## src/hw/sps_pkg.sv

```systemverilog
// Package: constants and types for the serial shift port.
`default_nettype none
package sps_pkg;
	// ----------------------------------------------------------------
	// Widths
	// ----------------------------------------------------------------
	localparam int WORD_W = 16;
	localparam int CNT_W = 5;
	localparam int ADDR_W = 8;
	localparam int IRQ_W = 3;
	localparam logic [CNT_W-1:0] LAST_BIT = 5'h0f;
	// ----------------------------------------------------------------
	// Register byte offsets
	// ----------------------------------------------------------------
	localparam logic [ADDR_W-1:0] ADDR_STAT = 8'h00;
	localparam logic [ADDR_W-1:0] ADDR_BUF = 8'h04;
	localparam logic [ADDR_W-1:0] ADDR_CTRL = 8'h08;
	localparam logic [ADDR_W-1:0] ADDR_IRQ_ST = 8'h0c;
	localparam logic [ADDR_W-1:0] ADDR_IRQ_CLR = 8'h10;
	localparam logic [ADDR_W-1:0] ADDR_IRQ_EN = 8'h14;
	// ----------------------------------------------------------------
	// Field positions
	// ----------------------------------------------------------------
	localparam int STAT_EN_BIT = 15;
	localparam int STAT_SIDL_BIT = 13;
	localparam int STAT_OVF_BIT = 6;
	localparam int STAT_TBF_BIT = 1;
	localparam int STAT_RBF_BIT = 0;
	localparam int CTRL_MSTR_BIT = 0;
	localparam int IRQ_RX_BIT = 0;
	localparam int IRQ_TX_BIT = 1;
	localparam int IRQ_OVF_BIT = 2;
	// ----------------------------------------------------------------
	// Reset values and bus answers
	// ----------------------------------------------------------------
	localparam logic [WORD_W-1:0] WORD_RST = 16'h0000;
	localparam logic [IRQ_W-1:0] IRQ_RST = 3'h0;
	localparam logic [1:0] RESP_OKAY = 2'h0;
	localparam logic [1:0] RESP_SLVERR = 2'h2;
	// ----------------------------------------------------------------
	// Timing
	// ----------------------------------------------------------------
	localparam int CLK_NS = 100;
	localparam int SCK_HALF_NS = 500;
	localparam int SCK_HALF_CYC = (SCK_HALF_NS + CLK_NS - 1) / CLK_NS;
	localparam int HALF_W = 4;
	// Transfer sequencer states
	typedef enum logic [1:0] {XS_IDLE, XS_SHIFT, XS_TAIL} sps_xfer_t;
endpackage
`default_nettype wire

```

## src/hw/sps_sync.sv

```systemverilog
// Two-flop synchroniser for pin inputs.
`default_nettype none
module sps_sync
	import sps_pkg::*;
#(
	parameter int W = 3
)
(
	// Clock and reset
	input wire logic aclk,
	input wire logic aresetn,
	// Asynchronous in, synchronous out
	input wire logic [W-1:0] async_in,
	output logic [W-1:0] sync_out
);
	logic [W-1:0] meta_r;
	logic [W-1:0] sync_r;

	// First stage feeds only the second stage
	genvar i;
	generate
		for (i = 0; i < W; i++)
		begin : g_bit
			always_ff @(posedge aclk)
			begin
				meta_r[i] <= aresetn ? async_in[i] : 1'b0;
				sync_r[i] <= aresetn ? meta_r[i] : 1'b0;
			end
		end
	endgenerate
	assign sync_out = sync_r;
endmodule
`default_nettype wire

```

## src/hw/sps_sckgen.sv

```systemverilog
// Shift clock generator for master mode.
`default_nettype none
module sps_sckgen
	import sps_pkg::*;
(
	// Clock and reset
	input wire logic aclk,
	input wire logic aresetn,
	// Control
	input wire logic run,
	// Generated clock and its edges
	output logic sck,
	output logic rise,
	output logic fall
);
	logic [HALF_W-1:0] cnt_r;
	logic sck_r;
	logic flip;

	// Toggle each half period; reset low and held while stopped, so a word starts clean only after a completed one
	assign flip = run && (cnt_r == HALF_W'(SCK_HALF_CYC - 1));
	assign rise = flip && !sck_r;
	assign fall = flip && sck_r;
	assign sck = sck_r;

	always_ff @(posedge aclk)
	begin
		if (!aresetn || !run)
			cnt_r <= '0;
		else
			cnt_r <= flip ? '0 : cnt_r + 1'b1;
	end

	always_ff @(posedge aclk)
	begin
		if (!aresetn)
			sck_r <= 1'b0;
		else if (flip)
			sck_r <= !sck_r;
	end
endmodule
`default_nettype wire

```

## src/hw/sps_port.sv

```systemverilog
// Serial shift port: AXI4-Lite registers, shift engine, interrupts.
//
// Design decisions made here: the AXI4-Lite slave port and the placing of the registers.
`default_nettype none
module sps_port
	import sps_pkg::*;
(
	// Clock and reset
	input wire logic aclk,
	input wire logic aresetn,
	// AXI4-Lite write address and data
	input wire logic [ADDR_W-1:0] awaddr,
	input wire logic awvalid,
	output logic awready,
	input wire logic [31:0] wdata,
	input wire logic [3:0] wstrb,
	input wire logic wvalid,
	output logic wready,
	// AXI4-Lite write response
	output logic [1:0] bresp,
	output logic bvalid,
	input wire logic bready,
	// AXI4-Lite read
	input wire logic [ADDR_W-1:0] araddr,
	input wire logic arvalid,
	output logic arready,
	output logic [31:0] rdata,
	output logic [1:0] rresp,
	output logic rvalid,
	input wire logic rready,
	// Processor idle indication
	input wire logic cpu_idle,
	// Serial pins
	input wire logic shift_clock_pin_i,
	output logic shift_clock_pin_o,
	output logic shift_clock_oe_n,
	input wire logic serial_data_in,
	output logic serial_data_out,
	input wire logic slave_select_n,
	// Interrupt
	output logic irq
);
	// ----------------------------------------------------------------
	// Helpers
	// ----------------------------------------------------------------
	function automatic logic hit(input logic [ADDR_W-1:0] a,
		input logic [ADDR_W-1:0] off);
		return a == off;
	endfunction

	// ----------------------------------------------------------------
	// Declarations
	// ----------------------------------------------------------------
	logic aw_r, w_r, bvalid_r, rvalid_r;
	logic [ADDR_W-1:0] awaddr_r;
	logic [31:0] wdata_r, rdata_r;
	logic [3:0] wstrb_r;
	logic [1:0] bresp_r, rresp_r;
	logic en_r, sidl_r, mstr_r, ovf_r, tbf_r, rbf_r, out_r;
	logic [WORD_W-1:0] tx_hold_r, rx_hold_r, sr_r;
	logic [CNT_W-1:0] cnt_r;
	logic [IRQ_W-1:0] ist_r, ien_r;
	sps_xfer_t st_r, st_nxt;
	logic [2:0] pin_s;
	logic sck_s, sdi_s, ss_s, sck_d_r;
	logic gen_sck, gen_rise, gen_fall, gen_run;

	// ----------------------------------------------------------------
	// Bus decode
	// ----------------------------------------------------------------
	wire wr_go = aw_r && w_r && !bvalid_r;
	wire wr_map = hit(awaddr_r, ADDR_STAT) || hit(awaddr_r, ADDR_BUF)
		|| hit(awaddr_r, ADDR_CTRL) || hit(awaddr_r, ADDR_IRQ_ST)
		|| hit(awaddr_r, ADDR_IRQ_CLR) || hit(awaddr_r, ADDR_IRQ_EN);
	wire lane0 = wstrb_r[0];
	wire lane1 = wstrb_r[1];
	wire wr_stat = wr_go && hit(awaddr_r, ADDR_STAT);
	wire wr_buf = wr_go && hit(awaddr_r, ADDR_BUF) && (lane0 || lane1);
	wire wr_ctrl = wr_go && hit(awaddr_r, ADDR_CTRL) && lane0;
	wire wr_iclr = wr_go && hit(awaddr_r, ADDR_IRQ_CLR) && lane0;
	wire wr_ien = wr_go && hit(awaddr_r, ADDR_IRQ_EN) && lane0;
	wire ar_go = arvalid && !rvalid_r;
	wire rd_buf = ar_go && hit(araddr, ADDR_BUF);
	// Byte lanes merge into the transmit word
	wire [WORD_W-1:0] tx_wr = {lane1 ? wdata_r[15:8] : tx_hold_r[15:8],
		lane0 ? wdata_r[7:0] : tx_hold_r[7:0]};
	// Unimplemented status bits read as zero
	wire [WORD_W-1:0] stat_word = (WORD_W'(en_r) << STAT_EN_BIT)
		| (WORD_W'(sidl_r) << STAT_SIDL_BIT) | (WORD_W'(ovf_r) << STAT_OVF_BIT)
		| (WORD_W'(tbf_r) << STAT_TBF_BIT) | (WORD_W'(rbf_r) << STAT_RBF_BIT);
	wire [31:0] rd_word =
		hit(araddr, ADDR_STAT) ? {16'h0000, stat_word} :
		hit(araddr, ADDR_BUF) ? {16'h0000, rx_hold_r} :
		hit(araddr, ADDR_CTRL) ? {31'h00000000, mstr_r} :
		hit(araddr, ADDR_IRQ_ST) ? {29'h00000000, ist_r} :
		hit(araddr, ADDR_IRQ_EN) ? {29'h00000000, ien_r} : 32'h00000000;
	wire rd_map = hit(araddr, ADDR_STAT) || hit(araddr, ADDR_BUF)
		|| hit(araddr, ADDR_CTRL) || hit(araddr, ADDR_IRQ_ST)
		|| hit(araddr, ADDR_IRQ_CLR) || hit(araddr, ADDR_IRQ_EN);

	assign awready = !aw_r && !bvalid_r;
	assign wready = !w_r && !bvalid_r;
	assign arready = !rvalid_r;
	assign bvalid = bvalid_r;
	assign bresp = bresp_r;
	assign rvalid = rvalid_r;
	assign rdata = rdata_r;
	assign rresp = rresp_r;

	// Write channels taken in either order, answered once both are in
	always_ff @(posedge aclk)
	begin
		if (!aresetn)
		begin
			aw_r <= 1'b0;
			w_r <= 1'b0;
			bvalid_r <= 1'b0;
			bresp_r <= RESP_OKAY;
			awaddr_r <= '0;
			wdata_r <= '0;
			wstrb_r <= '0;
		end
		else
		begin
			if (awvalid && awready)
			begin
				aw_r <= 1'b1;
				awaddr_r <= awaddr;
			end
			if (wvalid && wready)
			begin
				w_r <= 1'b1;
				wdata_r <= wdata;
				wstrb_r <= wstrb;
			end
			if (wr_go)
			begin
				aw_r <= 1'b0;
				w_r <= 1'b0;
				bvalid_r <= 1'b1;
				bresp_r <= wr_map ? RESP_OKAY : RESP_SLVERR;
			end
			else if (bready)
				bvalid_r <= 1'b0;
		end
	end

	// Read answered the cycle after the address is taken
	always_ff @(posedge aclk)
	begin
		if (!aresetn)
		begin
			rvalid_r <= 1'b0;
			rdata_r <= '0;
			rresp_r <= RESP_OKAY;
		end
		else if (ar_go)
		begin
			rvalid_r <= 1'b1;
			rdata_r <= rd_word;
			rresp_r <= rd_map ? RESP_OKAY : RESP_SLVERR;
		end
		else if (rready)
			rvalid_r <= 1'b0;
	end

	// ----------------------------------------------------------------
	// Pins and shift clock edges
	// ----------------------------------------------------------------
	sps_sync #(.W(3)) u_sync (
		.aclk(aclk),
		.aresetn(aresetn),
		.async_in({shift_clock_pin_i, serial_data_in, slave_select_n}),
		.sync_out(pin_s)
	);
	assign sck_s = pin_s[2];
	assign sdi_s = pin_s[1];
	assign ss_s = pin_s[0];

	wire run = en_r && !(sidl_r && cpu_idle);
	wire busy = st_r != XS_IDLE;
	assign gen_run = run && mstr_r && busy;
	sps_sckgen u_sckgen (
		.aclk(aclk),
		.aresetn(aresetn),
		.run(gen_run),
		.sck(gen_sck),
		.rise(gen_rise),
		.fall(gen_fall)
	);

	// Slave edges only count while selected
	wire sl_act = run && !mstr_r && !ss_s;
	wire sl_rise = sl_act && sck_s && !sck_d_r;
	wire sl_fall = sl_act && !sck_s && sck_d_r;
	wire rise = mstr_r ? gen_rise : sl_rise;
	wire fall = mstr_r ? gen_fall : sl_fall;
	wire last = rise && (cnt_r == LAST_BIT);
	wire sl_abort = !mstr_r && ss_s && busy;

	// Master drives the clock pin; slave leaves it to the partner
	assign shift_clock_pin_o = en_r && mstr_r && gen_sck;
	assign shift_clock_oe_n = !(en_r && mstr_r);
	assign serial_data_out = en_r && out_r;

	// ----------------------------------------------------------------
	// Transfer sequencer
	// ----------------------------------------------------------------
	wire load = run && (st_r == XS_IDLE) && tbf_r
		&& (mstr_r || !ss_s || st_nxt == XS_SHIFT);
	wire done = run && (mstr_r ? (st_r == XS_TAIL && fall)
		: (st_r == XS_SHIFT && last));
	wire [WORD_W-1:0] sr_in = {sr_r[WORD_W-2:0], sdi_s};
	// Master ends on the tail fall with the word already shifted in
	wire [WORD_W-1:0] rx_word = mstr_r ? sr_r : sr_in;

	always_comb
	begin
		st_nxt = st_r;
		unique case (st_r)
			XS_IDLE:
				if (tbf_r || (!mstr_r && !ss_s))
					st_nxt = XS_SHIFT;
			XS_SHIFT:
				if (last)
					st_nxt = mstr_r ? XS_TAIL : XS_IDLE;
			XS_TAIL:
				if (fall)
					st_nxt = XS_IDLE;
		endcase
		if (!en_r || sl_abort)
			st_nxt = XS_IDLE;
		else if (!run)
			st_nxt = st_r;
	end

	always_ff @(posedge aclk)
	begin
		if (!aresetn)
			st_r <= XS_IDLE;
		else
			st_r <= st_nxt;
	end

	// Sample on rising edges, present next bit on falling edges
	always_ff @(posedge aclk)
	begin
		if (!aresetn)
		begin
			sr_r <= WORD_RST;
			cnt_r <= '0;
			out_r <= 1'b0;
			sck_d_r <= 1'b0;
		end
		else
		begin
			sck_d_r <= sck_s;
			if (load)
			begin
				sr_r <= tx_hold_r;
				out_r <= tx_hold_r[WORD_W-1];
				cnt_r <= '0;
			end
			else if (!en_r || sl_abort || st_nxt == XS_IDLE)
				cnt_r <= '0;
			else if (rise)
			begin
				sr_r <= sr_in;
				cnt_r <= cnt_r + 1'b1;
			end
			else if (fall && st_r == XS_SHIFT)
				out_r <= sr_r[WORD_W-1];
		end
	end

	// ----------------------------------------------------------------
	// Control and status
	// ----------------------------------------------------------------
	wire ovf_set = done && rbf_r && !rd_buf;
	wire rx_set = done && !ovf_set;
	wire ovf_clr = wr_stat && lane0 && !wdata_r[STAT_OVF_BIT];

	always_ff @(posedge aclk)
	begin
		if (!aresetn)
		begin
			en_r <= 1'b0;
			sidl_r <= 1'b0;
			mstr_r <= 1'b0;
			ovf_r <= 1'b0;
			tbf_r <= 1'b0;
			rbf_r <= 1'b0;
			tx_hold_r <= WORD_RST;
			rx_hold_r <= WORD_RST;
		end
		else
		begin
			if (wr_stat && lane1)
			begin
				en_r <= wdata_r[STAT_EN_BIT];
				sidl_r <= wdata_r[STAT_SIDL_BIT];
			end
			if (wr_ctrl)
				mstr_r <= wdata_r[CTRL_MSTR_BIT];
			// Hardware set wins over software clear
			ovf_r <= ovf_set || (ovf_r && !ovf_clr);
			if (wr_buf)
				tx_hold_r <= tx_wr;
			tbf_r <= wr_buf || (tbf_r && !load);
			// New word is dropped rather than overwriting unread data
			if (rx_set)
				rx_hold_r <= rx_word;
			rbf_r <= rx_set || (rbf_r && !rd_buf);
		end
	end

	// ----------------------------------------------------------------
	// Interrupts
	// ----------------------------------------------------------------
	wire [IRQ_W-1:0] iev = (IRQ_W'(rx_set) << IRQ_RX_BIT)
		| (IRQ_W'(load) << IRQ_TX_BIT) | (IRQ_W'(ovf_set) << IRQ_OVF_BIT);
	wire [IRQ_W-1:0] iclr = wr_iclr ? wdata_r[IRQ_W-1:0] : IRQ_RST;
	assign irq = |(ist_r & ien_r);

	// Events win over a clear in the same cycle
	always_ff @(posedge aclk)
	begin
		if (!aresetn)
		begin
			ist_r <= IRQ_RST;
			ien_r <= IRQ_RST;
		end
		else
		begin
			ist_r <= iev | (ist_r & ~iclr);
			if (wr_ien)
				ien_r <= wdata_r[IRQ_W-1:0];
		end
	end
endmodule
`default_nettype wire

```

## config.mk

```make
export PLATFORM = sky130hd
export DESIGN_NAME = sps_port
export DESIGN_NICKNAME = d
export VERILOG_FILES = /design/src/hw/sps_pkg.sv /design/src/hw/sps_sync.sv /design/src/hw/sps_sckgen.sv /design/src/hw/sps_port.sv
export SDC_FILE = /design/constraint.sdc
export NUM_CORES = 1
export LEC_CHECK = 0
export BUFFER_PORTS_ARGS = -buffer_cell sky130_fd_sc_hd__buf_2
export CORE_MARGIN = 1
export CORE_UTILIZATION = 45
export DETAILED_ROUTE_END_ITERATION = 12
export PLACE_DENSITY_LB_ADDON = 0.05
export SLEW_MARGIN = 20
export SYNTH_ARGS = -nofsm -noshare
export SYNTH_HDL_FRONTEND = slang
export SYNTH_SLANG_ARGS = --single-unit
```

## constraint.sdc

```tcl
create_clock -name aclk -period 2.9 [get_ports aclk]
set_input_delay 0.29 -clock aclk [delete_from_list [all_inputs] [get_ports aclk]]
set_output_delay 0.29 -clock aclk [all_outputs]
set_load 0.02 [all_outputs]
```

==> metrics.txt, run 1 <==
# TYPE chip_impl_metric gauge
chip_impl_metric{name="grt_pass1_wl",unit="um"} 19100
chip_impl_metric{name="grt.total_usage",unit=""} 0.185
chip_impl_metric{name="final.period_utilization",unit=""} 0.918
chip_impl_metric{name="die_height",unit="um"} 116
chip_impl_metric{name="setup_viol",unit=""} 0
chip_impl_metric{name="route.detailed.wl_per_inst",unit="um"} 13.2
chip_impl_metric{name="synth-seq-area-share",unit=""} 0.442
chip_impl_metric{name="synth.avg_cell_area",unit="um2"} 9.35
chip_impl_metric{name="global_route.usage.met2",unit=""} 0.267
chip_impl_metric{name="pin_count_of_the_biggest_net_entering_global_routing",unit=""} 46
chip_impl_info{name="tritoncts_clock_tree",value="built"} 1
chip_impl_metric{name="ir_drop",unit="uV"} 321
chip_impl_metric{name="coreArea",unit="mm2"} 0.0126
chip_impl_info{name="min-delay-start",value="shift_clock_pin_i"} 1
chip_impl_metric{name="hold_violations",unit=""} 0
chip_impl_info{name="synth_flop_cell",value="dfxtp_1"} 1
chip_impl_metric{name="async_flop_share",unit=""} 0
chip_impl_metric{name="initial_antenna_violation_count",unit=""} 0
chip_impl_metric{name="global_route_met3_usage",unit=""} 0.0434
chip_impl_metric{name="number_of_core_rows",unit=""} 41
chip_impl_metric{name="place.detailed.hpwl",unit="um"} 8080
chip_impl_metric{name="timing_max_transition_violations_final",unit=""} 0
chip_impl_info{name="hold_path_end",value="u_sync.meta_r[2]"} 1
chip_impl_metric{name="layoutNonFillerInstCount",unit=""} 865
chip_impl_metric{name="grt_remaining_overflow",unit=""} 0
chip_impl_metric{name="route.detailed.drc",unit=""} 2
chip_impl_metric{name="static-leakage-power",unit="nW"} 2.88
chip_impl_metric{name="power_density",unit="mW/mm2"} 580
chip_impl_info{name="timing.critical_path.from_type",value="flip-flop"} 1
chip_impl_info{name="root_buffer_cell",value="clkbuf_16"} 1
chip_impl_info{name="critical-path-top-cell-by-count",value="ha_1"} 1
chip_impl_metric{name="synth.ff_latch_count",unit=""} 128
chip_impl_info{name="r2r_start",value="cnt_r[0]"} 1
chip_impl_metric{name="synthesis.instances",unit=""} 620
chip_impl_metric{name="synth-edff-count",unit=""} 0
chip_impl_metric{name="cts_hold_buf",unit=""} 0
chip_impl_metric{name="ctsHtreeMaxLevel",unit=""} 4
chip_impl_metric{name="finish.net_count",unit=""} 753
chip_impl_metric{name="clock.fmax",unit="MHz"} 376
chip_impl_info{name="failed_checks",value="design-rule violations"} 1
chip_impl_metric{name="flow.area_growth_from_synthesis",unit="%"} 16.1
chip_impl_metric{name="cp.buffers_inverters",unit=""} 1
chip_impl_info{name="hold_class",value="in -> reg"} 1
chip_impl_metric{name="dr.pass1.iters",unit=""} 8
chip_impl_metric{name="insertedDiodeCount",unit=""} 0
chip_impl_info{name="critPathCaptureType",value="flip-flop"} 1
chip_impl_metric{name="cp_data_arrival_time",unit="ns"} 2.96
chip_impl_metric{name="crit_required",unit="ns"} 3.19
chip_impl_info{name="path_delay_family",value="compound AO/OA/AOI/OAI gates"} 1
chip_impl_metric{name="rrSetupSlack",unit="ns"} 0.24
chip_impl_metric{name="syn-cell-area",unit="mm2"} 0.00580
chip_impl_metric{name="ant_nets",unit=""} 0
chip_impl_metric{name="biggest_fanout_along_the_worst_timing_path",unit=""} 29
chip_impl_metric{name="worst_slew_pin_slew",unit="ns"} 0.651
chip_impl_metric{name="number_of_drc_markers_after_the_initial_detailed_route_iteration",unit=""} 257
chip_impl_metric{name="clkLatencyLatePin",unit="ns"} 0.41
chip_impl_metric{name="tritoncts_num_sinks",unit=""} 128
chip_impl_metric{name="finClkSkew",unit="ns"} 0.00588
chip_impl_metric{name="period_minus_slack",unit="ns"} 2.66
chip_impl_metric{name="dp.cells",unit=""} 835
chip_impl_metric{name="ctsLongestPathBuffers",unit=""} 2
chip_impl_metric{name="die_w",unit="um"} 116
chip_impl_metric{name="relSlewSlack",unit=""} 0.566
chip_impl_metric{name="synthDistinctLibCells",unit=""} 58
chip_impl_metric{name="via_count_of_the_first_global_routing_pass",unit=""} 3896
chip_impl_metric{name="drv_cap",unit=""} 0
chip_impl_metric{name="floorplan.die_area",unit="mm2"} 0.0133
chip_impl_info{name="top_usage_layer",value="met2"} 1
chip_impl_metric{name="globalplace.congestion",unit=""} 0.806
chip_impl_metric{name="tns",unit="ns"} 0
chip_impl_metric{name="groute.layer.met1.usage",unit=""} 0.258
chip_impl_info{name="critical_path.cell_chain",value="ha_1 -> and3_1 -> ha_1 -> nor2b_1 -> nand4_1 -> nand3_1 -> a211oi_2 -> a22oi_4 -> buf_6 -> o21ai_0 -> a21oi_1"} 1
chip_impl_metric{name="drive_above_1_share",unit=""} 0.185
chip_impl_info{name="criticalPathCategory",value="reg -> reg"} 1
chip_impl_metric{name="initial_core_util",unit=""} 0.461
chip_impl_metric{name="number_of_vias_in_the_routed_layout",unit=""} 4318
chip_impl_metric{name="yosysWarningCount",unit=""} 0
chip_impl_metric{name="io_buffers",unit=""} 71
chip_impl_info{name="status",value="finished, violations left"} 1
chip_impl_metric{name="clock_edge_transition_at_the_registers_on_the_reported_setup_and_hold_paths",unit="ns"} 0.06
chip_impl_metric{name="postRouteWirelength",unit="um"} 11400
chip_impl_metric{name="maximum_cell_stage_delay_along_the_critical_path",unit="ns"} 0.51
chip_impl_info{name="worst_r2r_endpoint",value="sr_r[4]"} 1
chip_impl_info{name="grt_setup_unrepaired",value="no"} 1
chip_impl_info{name="cp_slowest_cell",value="a211oi_2"} 1
chip_impl_metric{name="r2r_cells",unit=""} 11
chip_impl_metric{name="drt-vias-per-instance",unit=""} 4.99
chip_impl_metric{name="numCtsBuffers",unit=""} 17
chip_impl_metric{name="hold-path-cell-count",unit=""} 2
chip_impl_metric{name="floorplan.io_pins",unit=""} 108
==> worst max path at each step <==
stage,startpoint,end,slack [ns],cells after the start
CTS,cnt_r[0],sr_r[4],0.19,11
global route,cnt_r[0],sr_r[7],0.06,11
detailed placement,cnt_r[0],sr_r[4],0.21,11
finish,cnt_r[0],sr_r[4],0.24,11
floorplan,cnt_r[0],sr_r[15],0.59,11
global placement,cnt_r[0],sr_r[5],0.25,11
==> stage by stage <==
step / util / hold slack [ns] / worst slack [ns] / area (um2) / total power [W]
after floorplan: - / 0.412 / 0.585 / 5860 / 0.00203
after global placement: 0.493 / 0.414 / 0.254 / 6190 / 0.00208
after detailed placement: 0.493 / 0.427 / 0.210 / 6190 / 0.00209
after CTS: 0.534 / 0.0663 / 0.192 / 6710 / 0.00395
after global routing: 0.536 / 0.0865 / 0.0593 / 6730 / 0.00407
final: 0.536 / 0.0790 / 0.238 / 6730 / 0.00390
==> power by group <==
| part | internal (W) | leakage, nW | total [W] | switching [W] |
|---|---|---|---|---|
| Combinational | 0.0000831 | 1.59 | 0.000218 | 0.000135 |
| Sequential | 0.00180 | 1.04 | 0.00183 | 0.0000307 |
| Clock | 0.00114 | 0.255 | 0.00186 | 0.000720 |
| Total | 0.00302 | 2.88 | 0.00390 | 0.000886 |
==> area by class of cell <==
| class | count | area, um2 |
|---|---|---|
| inverters | 12 | 45.0 |
| clock inverters | 6 | 36.3 |
| flip-flops and latches | 128 | 2560 |
| repair buffers | 79 | 469 |
| clock buffers | 23 | 478 |
| multi-input cells | 445 | 2930 |
| fillers | 1160 | 5840 |
| well taps | 172 | 215 |
==> logic make-up (layout without fill, tap and decap cells) <==
group,after synthesis,after routing,synth area share
other,1,18,0.000647
adder cells (fa/ha/maj),7,7,0.0151
XOR/XNOR,6,6,0.00906
multiplexers,55,55,0.0960
buffers and inverters,64,120,0.0645
flip-flops,128,128,0.442
AND/OR/NAND/NOR,218,218,0.193
AO/OA/AOI/OAI,141,141,0.180
==> cells in the mapped netlist (2+ instances only) <==
library cell  count  share of area
nand3_1           9         0.0078
a22oi_1          17          0.022
o211a_1          17          0.029
inv_1            12         0.0078
mux2_2            5         0.0097
buf_2             6         0.0052
xnor2_1           3         0.0045
mux2i_1          50          0.086
dfxtp_1         128           0.44
ha_1              7          0.015
buf_6             5         0.0097
xor2_1            3         0.0045
or4_4             2         0.0039
nand4_1           7         0.0076
nor2_1           23          0.015
and2_1           17          0.018
nand3b_1          2         0.0026
o22ai_1           2         0.0022
and3_1            4         0.0043
buf_4            22          0.028
clkbuf_1         17          0.011
a21oi_1          27          0.023
o21ai_0          21          0.018
nand2_1         103          0.067
o21ai_4           2         0.0056
a21boi_0         39          0.050
nor2b_1          35          0.038
nand2b_1          4         0.0043
o31ai_1           2         0.0026
==> sequential cells by signal, summed over array words and instances (netlist names), 3 cells and up <==
register / cells
ist_r: 3
ien_r: 3
cnt_r: 5
awaddr_r: 8
u_sync.meta_r: 3
wdata_r: 16
u_sckgen.cnt_r: 4
tx_hold_r: 16
u_sync.sync_out: 3
sr_r: 16
rdata: 16
rx_hold_r: 16
==> layout by cell type (no fill, tap or decap), types with 3 or more instances in the layout <==
cell type,netlist,final
dfxtp_1,128,128
nand2_1,103,103
buf_2,6,71
mux2i_1,50,50
a21boi_0,39,39
nor2b_1,35,35
a21oi_1,27,27
nor2_1,23,23
o21ai_0,21,21
conb_1,1,18
and2_1,17,17
o211a_1,17,17
a22oi_1,17,17
clkbuf_16,0,17
inv_1,12,12
nand3_1,9,9
nand4_1,7,7
ha_1,7,7
mux2_2,5,5
and3_1,4,4
nand2b_1,4,4
clkinv_2,0,4
buf_12,0,4
xnor2_1,3,3
xor2_1,3,3
clkbuf_1,17,3
clkbuf_8,0,3
buf_4,22,3
==> per-layer routing <==
layer  vias up  share of wire
met5         -              0
met4         0          0.016
met3        16          0.038
met2       101           0.42
met1      1953           0.53
li1       2248              -
==> what timing repair did <==
item | CTS | global route
setup buffers | 0 | 1
setup endpoints to repair | 0 | 16
gates resized for setup | 0 | 1
Note: power is estimated with default switching activity, not from simulation.
==> run 2, diff against run 1 <==
--- a/config.mk
+++ b/config.mk
@@ -5,6 +5,7 @@
 export SDC_FILE = /design/constraint.sdc
 export NUM_CORES = 1
 export LEC_CHECK = 0
+export ABC_AREA = 1
 export BUFFER_PORTS_ARGS = -buffer_cell sky130_fd_sc_hd__buf_2
 export CORE_MARGIN = 1
 export CORE_UTILIZATION = 45
==> metrics.txt, run 2 <==
# TYPE chip_impl_metric gauge
chip_impl_metric{name="ir_drop",unit="uV"} 395
chip_impl_metric{name="globalplace.congestion",unit=""} 0.869
chip_impl_metric{name="yosysWarningCount",unit=""} 0
chip_impl_metric{name="dr.pass1.iters",unit=""} 4
chip_impl_metric{name="hold-path-cell-count",unit=""} 3
chip_impl_metric{name="clock.fmax",unit="MHz"} 392
chip_impl_metric{name="grt.total_usage",unit=""} 0.209
chip_impl_metric{name="tritoncts_num_sinks",unit=""} 128
chip_impl_metric{name="hold_ws",unit="ns"} 0.0515
chip_impl_metric{name="static-leakage-power",unit="nW"} 2.89
chip_impl_metric{name="setup_viol",unit=""} 0
chip_impl_metric{name="cp_data_arrival_time",unit="ns"} 2.90
chip_impl_info{name="critPathCaptureType",value="flip-flop"} 1
chip_impl_info{name="grt_setup_unrepaired",value="no"} 1
chip_impl_metric{name="synth.avg_cell_area",unit="um2"} 7.38
chip_impl_metric{name="die_height",unit="um"} 115
chip_impl_metric{name="coreArea",unit="mm2"} 0.0122
chip_impl_metric{name="crit_required",unit="ns"} 3.25
chip_impl_metric{name="postRouteWirelength",unit="um"} 12900
chip_impl_info{name="path_delay_family",value="simple AND/OR/NAND/NOR gates"} 1
chip_impl_metric{name="critical_path_cell_count",unit=""} 17
chip_impl_metric{name="rrSetupSlack",unit="ns"} 0.35
chip_impl_metric{name="finClkSkew",unit="ns"} 0.00503
chip_impl_metric{name="period_minus_slack",unit="ns"} 2.55
chip_impl_metric{name="drive_above_1_share",unit=""} 0.162
chip_impl_info{name="cp_slowest_cell",value="dfxtp_1"} 1
chip_impl_info{name="synth_most_common_cell",value="nand2_1"} 1
chip_impl_metric{name="ant_nets",unit=""} 0
chip_impl_metric{name="flow.area_growth_from_synthesis",unit="%"} 18.9
chip_impl_metric{name="grt_remaining_overflow",unit=""} 0
chip_impl_metric{name="die_w",unit="um"} 115
chip_impl_metric{name="synthesis.instances",unit=""} 774
chip_impl_metric{name="synth.ff_latch_count",unit=""} 128
chip_impl_info{name="layout.cells.most_common",value="nand2_1"} 1
chip_impl_metric{name="dp.cells",unit=""} 988
chip_impl_info{name="yosys-top-cells-count",value="nand2_1 (154), dfxtp_1 (128), inv_1 (82)"} 1
chip_impl_metric{name="clkLatencyLatePin",unit="ns"} 0.42
chip_impl_info{name="synth.top_cells.by_area",value="dfxtp_1 (45%), nand2_1 (10%), a21oi_1 (6.0%)"} 1
chip_impl_metric{name="number_of_core_rows",unit=""} 40
chip_impl_metric{name="relSlewSlack",unit=""} 0.461
chip_impl_metric{name="post-route-util",unit=""} 0.557
chip_impl_info{name="hold_class",value="in -> reg"} 1
chip_impl_metric{name="cts_hold_buf",unit=""} 0
chip_impl_metric{name="hold_violations",unit=""} 0
chip_impl_info{name="route.top_layer_used",value="met4"} 1
chip_impl_info{name="critical_path.cell_chain",value="inv_1 -> ha_1 -> inv_1 -> nand2_1 -> nor2_4 -> nand3_2 -> nand2_2 -> nand2_1 -> nand3_1 -> nand3_1 -> nand3_1 -> inv_2 -> nand2_4 -> nand2_8 -> nand2_8 -> nand3_2 -> a21oi_1"} 1
chip_impl_info{name="root_buffer_cell",value="clkbuf_16"} 1
chip_impl_metric{name="number_of_vias_in_the_routed_layout",unit=""} 5015
chip_impl_metric{name="finish.net_count",unit=""} 910
chip_impl_info{name="most-common-layout-cells",value="nand2_1 (154), dfxtp_1 (128), inv_1 (82), buf_2 (71), a21oi_1 (69)"} 1
chip_impl_metric{name="ctsLongestPathBuffers",unit=""} 2
chip_impl_metric{name="via_count_of_the_first_global_routing_pass",unit=""} 4611
chip_impl_info{name="criticalPathCategory",value="reg -> reg"} 1
chip_impl_metric{name="timing_max_transition_violations_final",unit=""} 0
chip_impl_metric{name="route.detailed.wl_per_inst",unit="um"} 12.6
chip_impl_metric{name="drt-vias-per-instance",unit=""} 4.91
chip_impl_metric{name="worst_slew_pin_slew",unit="ns"} 0.807
chip_impl_metric{name="number_of_drc_markers_after_the_initial_detailed_route_iteration",unit=""} 300
chip_impl_metric{name="initial_core_util",unit=""} 0.468
chip_impl_metric{name="cp.buffers_inverters",unit=""} 3
chip_impl_metric{name="drv_cap",unit=""} 0
chip_impl_metric{name="synth-edff-count",unit=""} 0
chip_impl_info{name="tritoncts_clock_tree",value="built"} 1
chip_impl_metric{name="grt_pass1_wl",unit="um"} 21400
chip_impl_metric{name="synth-seq-area-share",unit=""} 0.448
chip_impl_metric{name="met2_length",unit="um"} 5660
chip_impl_metric{name="clock_edge_transition_at_the_registers_on_the_reported_setup_and_hold_paths",unit="ns"} 0.05
chip_impl_metric{name="pin_count_of_the_biggest_net_entering_global_routing",unit=""} 81
chip_impl_metric{name="tns",unit="ns"} 0
chip_impl_metric{name="numCtsBuffers",unit=""} 17
chip_impl_metric{name="layoutNonFillerInstCount",unit=""} 1021
chip_impl_metric{name="insertedDiodeCount",unit=""} 0
chip_impl_metric{name="biggest_fanout_along_the_worst_timing_path",unit=""} 18
chip_impl_metric{name="maximum_cell_stage_delay_along_the_critical_path",unit="ns"} 0.36
chip_impl_metric{name="r2r_cells",unit=""} 17
chip_impl_metric{name="final.period_utilization",unit=""} 0.881
chip_impl_metric{name="initial_antenna_violation_count",unit=""} 0
chip_impl_metric{name="place.detailed.hpwl",unit="um"} 8970
chip_impl_metric{name="ctsHtreeMaxLevel",unit=""} 4
chip_impl_info{name="timing.critical_path.from_type",value="flip-flop"} 1
chip_impl_metric{name="met3WireLength",unit="um"} 504
chip_impl_metric{name="synthDistinctLibCells",unit=""} 41
chip_impl_metric{name="wl_met1",unit="um"} 6500
chip_impl_metric{name="async_flop_share",unit=""} 0
chip_impl_info{name="synth_flop_cell",value="dfxtp_1"} 1
chip_impl_metric{name="route.detailed.drc",unit=""} 0
chip_impl_metric{name="post-cts-setup-buffer-count",unit=""} 0
chip_impl_metric{name="io_buffers",unit=""} 71
chip_impl_info{name="synth.largest_area_cell",value="dfxtp_1"} 1
chip_impl_info{name="status",value="finished clean"} 1
chip_impl_info{name="critical-path-top-cell-by-count",value="nand3_1"} 1
chip_impl_metric{name="syn-cell-area",unit="mm2"} 0.00571
chip_impl_metric{name="synth.top_cell.area_share",unit=""} 0.448
chip_impl_metric{name="floorplan.die_area",unit="mm2"} 0.0132
chip_impl_metric{name="floorplan.io_pins",unit=""} 108
chip_impl_metric{name="cts_repair_resize_count",unit=""} 0
chip_impl_metric{name="power_density",unit="mW/mm2"} 643
## run 2: final cells by class
type,count,area (um2)
Tap cell,168,210
Multi-Input combinational cell,526,2620
Timing Repair Buffer,83,445
Inverter,84,315
Clock inverter,10,156
Sequential cell,128,2560
Clock buffer,22,484
Fill cell,1227,5420
## run 2: worst paths after layout
kind	startpoint	end
hold / removal	slave_select_n	u_sync.meta_r[0]
hold reg to reg	u_sync.meta_r[2]	u_sync.sync_out[2]
setup reg to reg	st_r[0]	cnt_r[1]
setup / recovery	st_r[0]	cnt_r[1]
## run 2: per-stage QoR
stage	cell area, um2	total power, W	setup WS (ns)
after floorplan	5780	0.00207	0.736
after global placement	6130	0.00212	0.281
after detailed placement	6130	0.00213	0.236
after CTS	6770	0.00442	0.223
after global routing	6800	0.00453	0.0445
final	6800	0.00437	0.346
## run 2: tightest hold or removal path, delay by kind of cell
family	cells	cell delay [ns]
buffers and inverters	2	0.11
AND/OR/NAND/NOR	1	0.04
## run 2: kinds of logic (layout without fill, tap and decap cells)
kind of cell | after synthesis | count (layout) | synth area share
DFF | 128 | 128 | 0.448
buffers and inverters | 138 | 199 | 0.109
xor gates and xnor gates | 3 | 3 | 0.00460
other | 1 | 18 | 0.000656
and+or+nand+nor | 325 | 326 | 0.258
AOI/OAI and AO/OA | 172 | 172 | 0.164
adders and majority gates | 7 | 7 | 0.0153
## run 2: power breakdown
part,internal [W],switching (W)
clock,0.00152,0.000753
sequential,0.00181,0.0000247
combinational,0.0000792,0.000177
total,0.00341,0.000955
## run 2: per-layer routing
layer  track usage  vias up
met5             0        -
met4        0.0857        0
met3        0.0476       17
met2         0.331       95
met1         0.274     2270
li1              -     2633
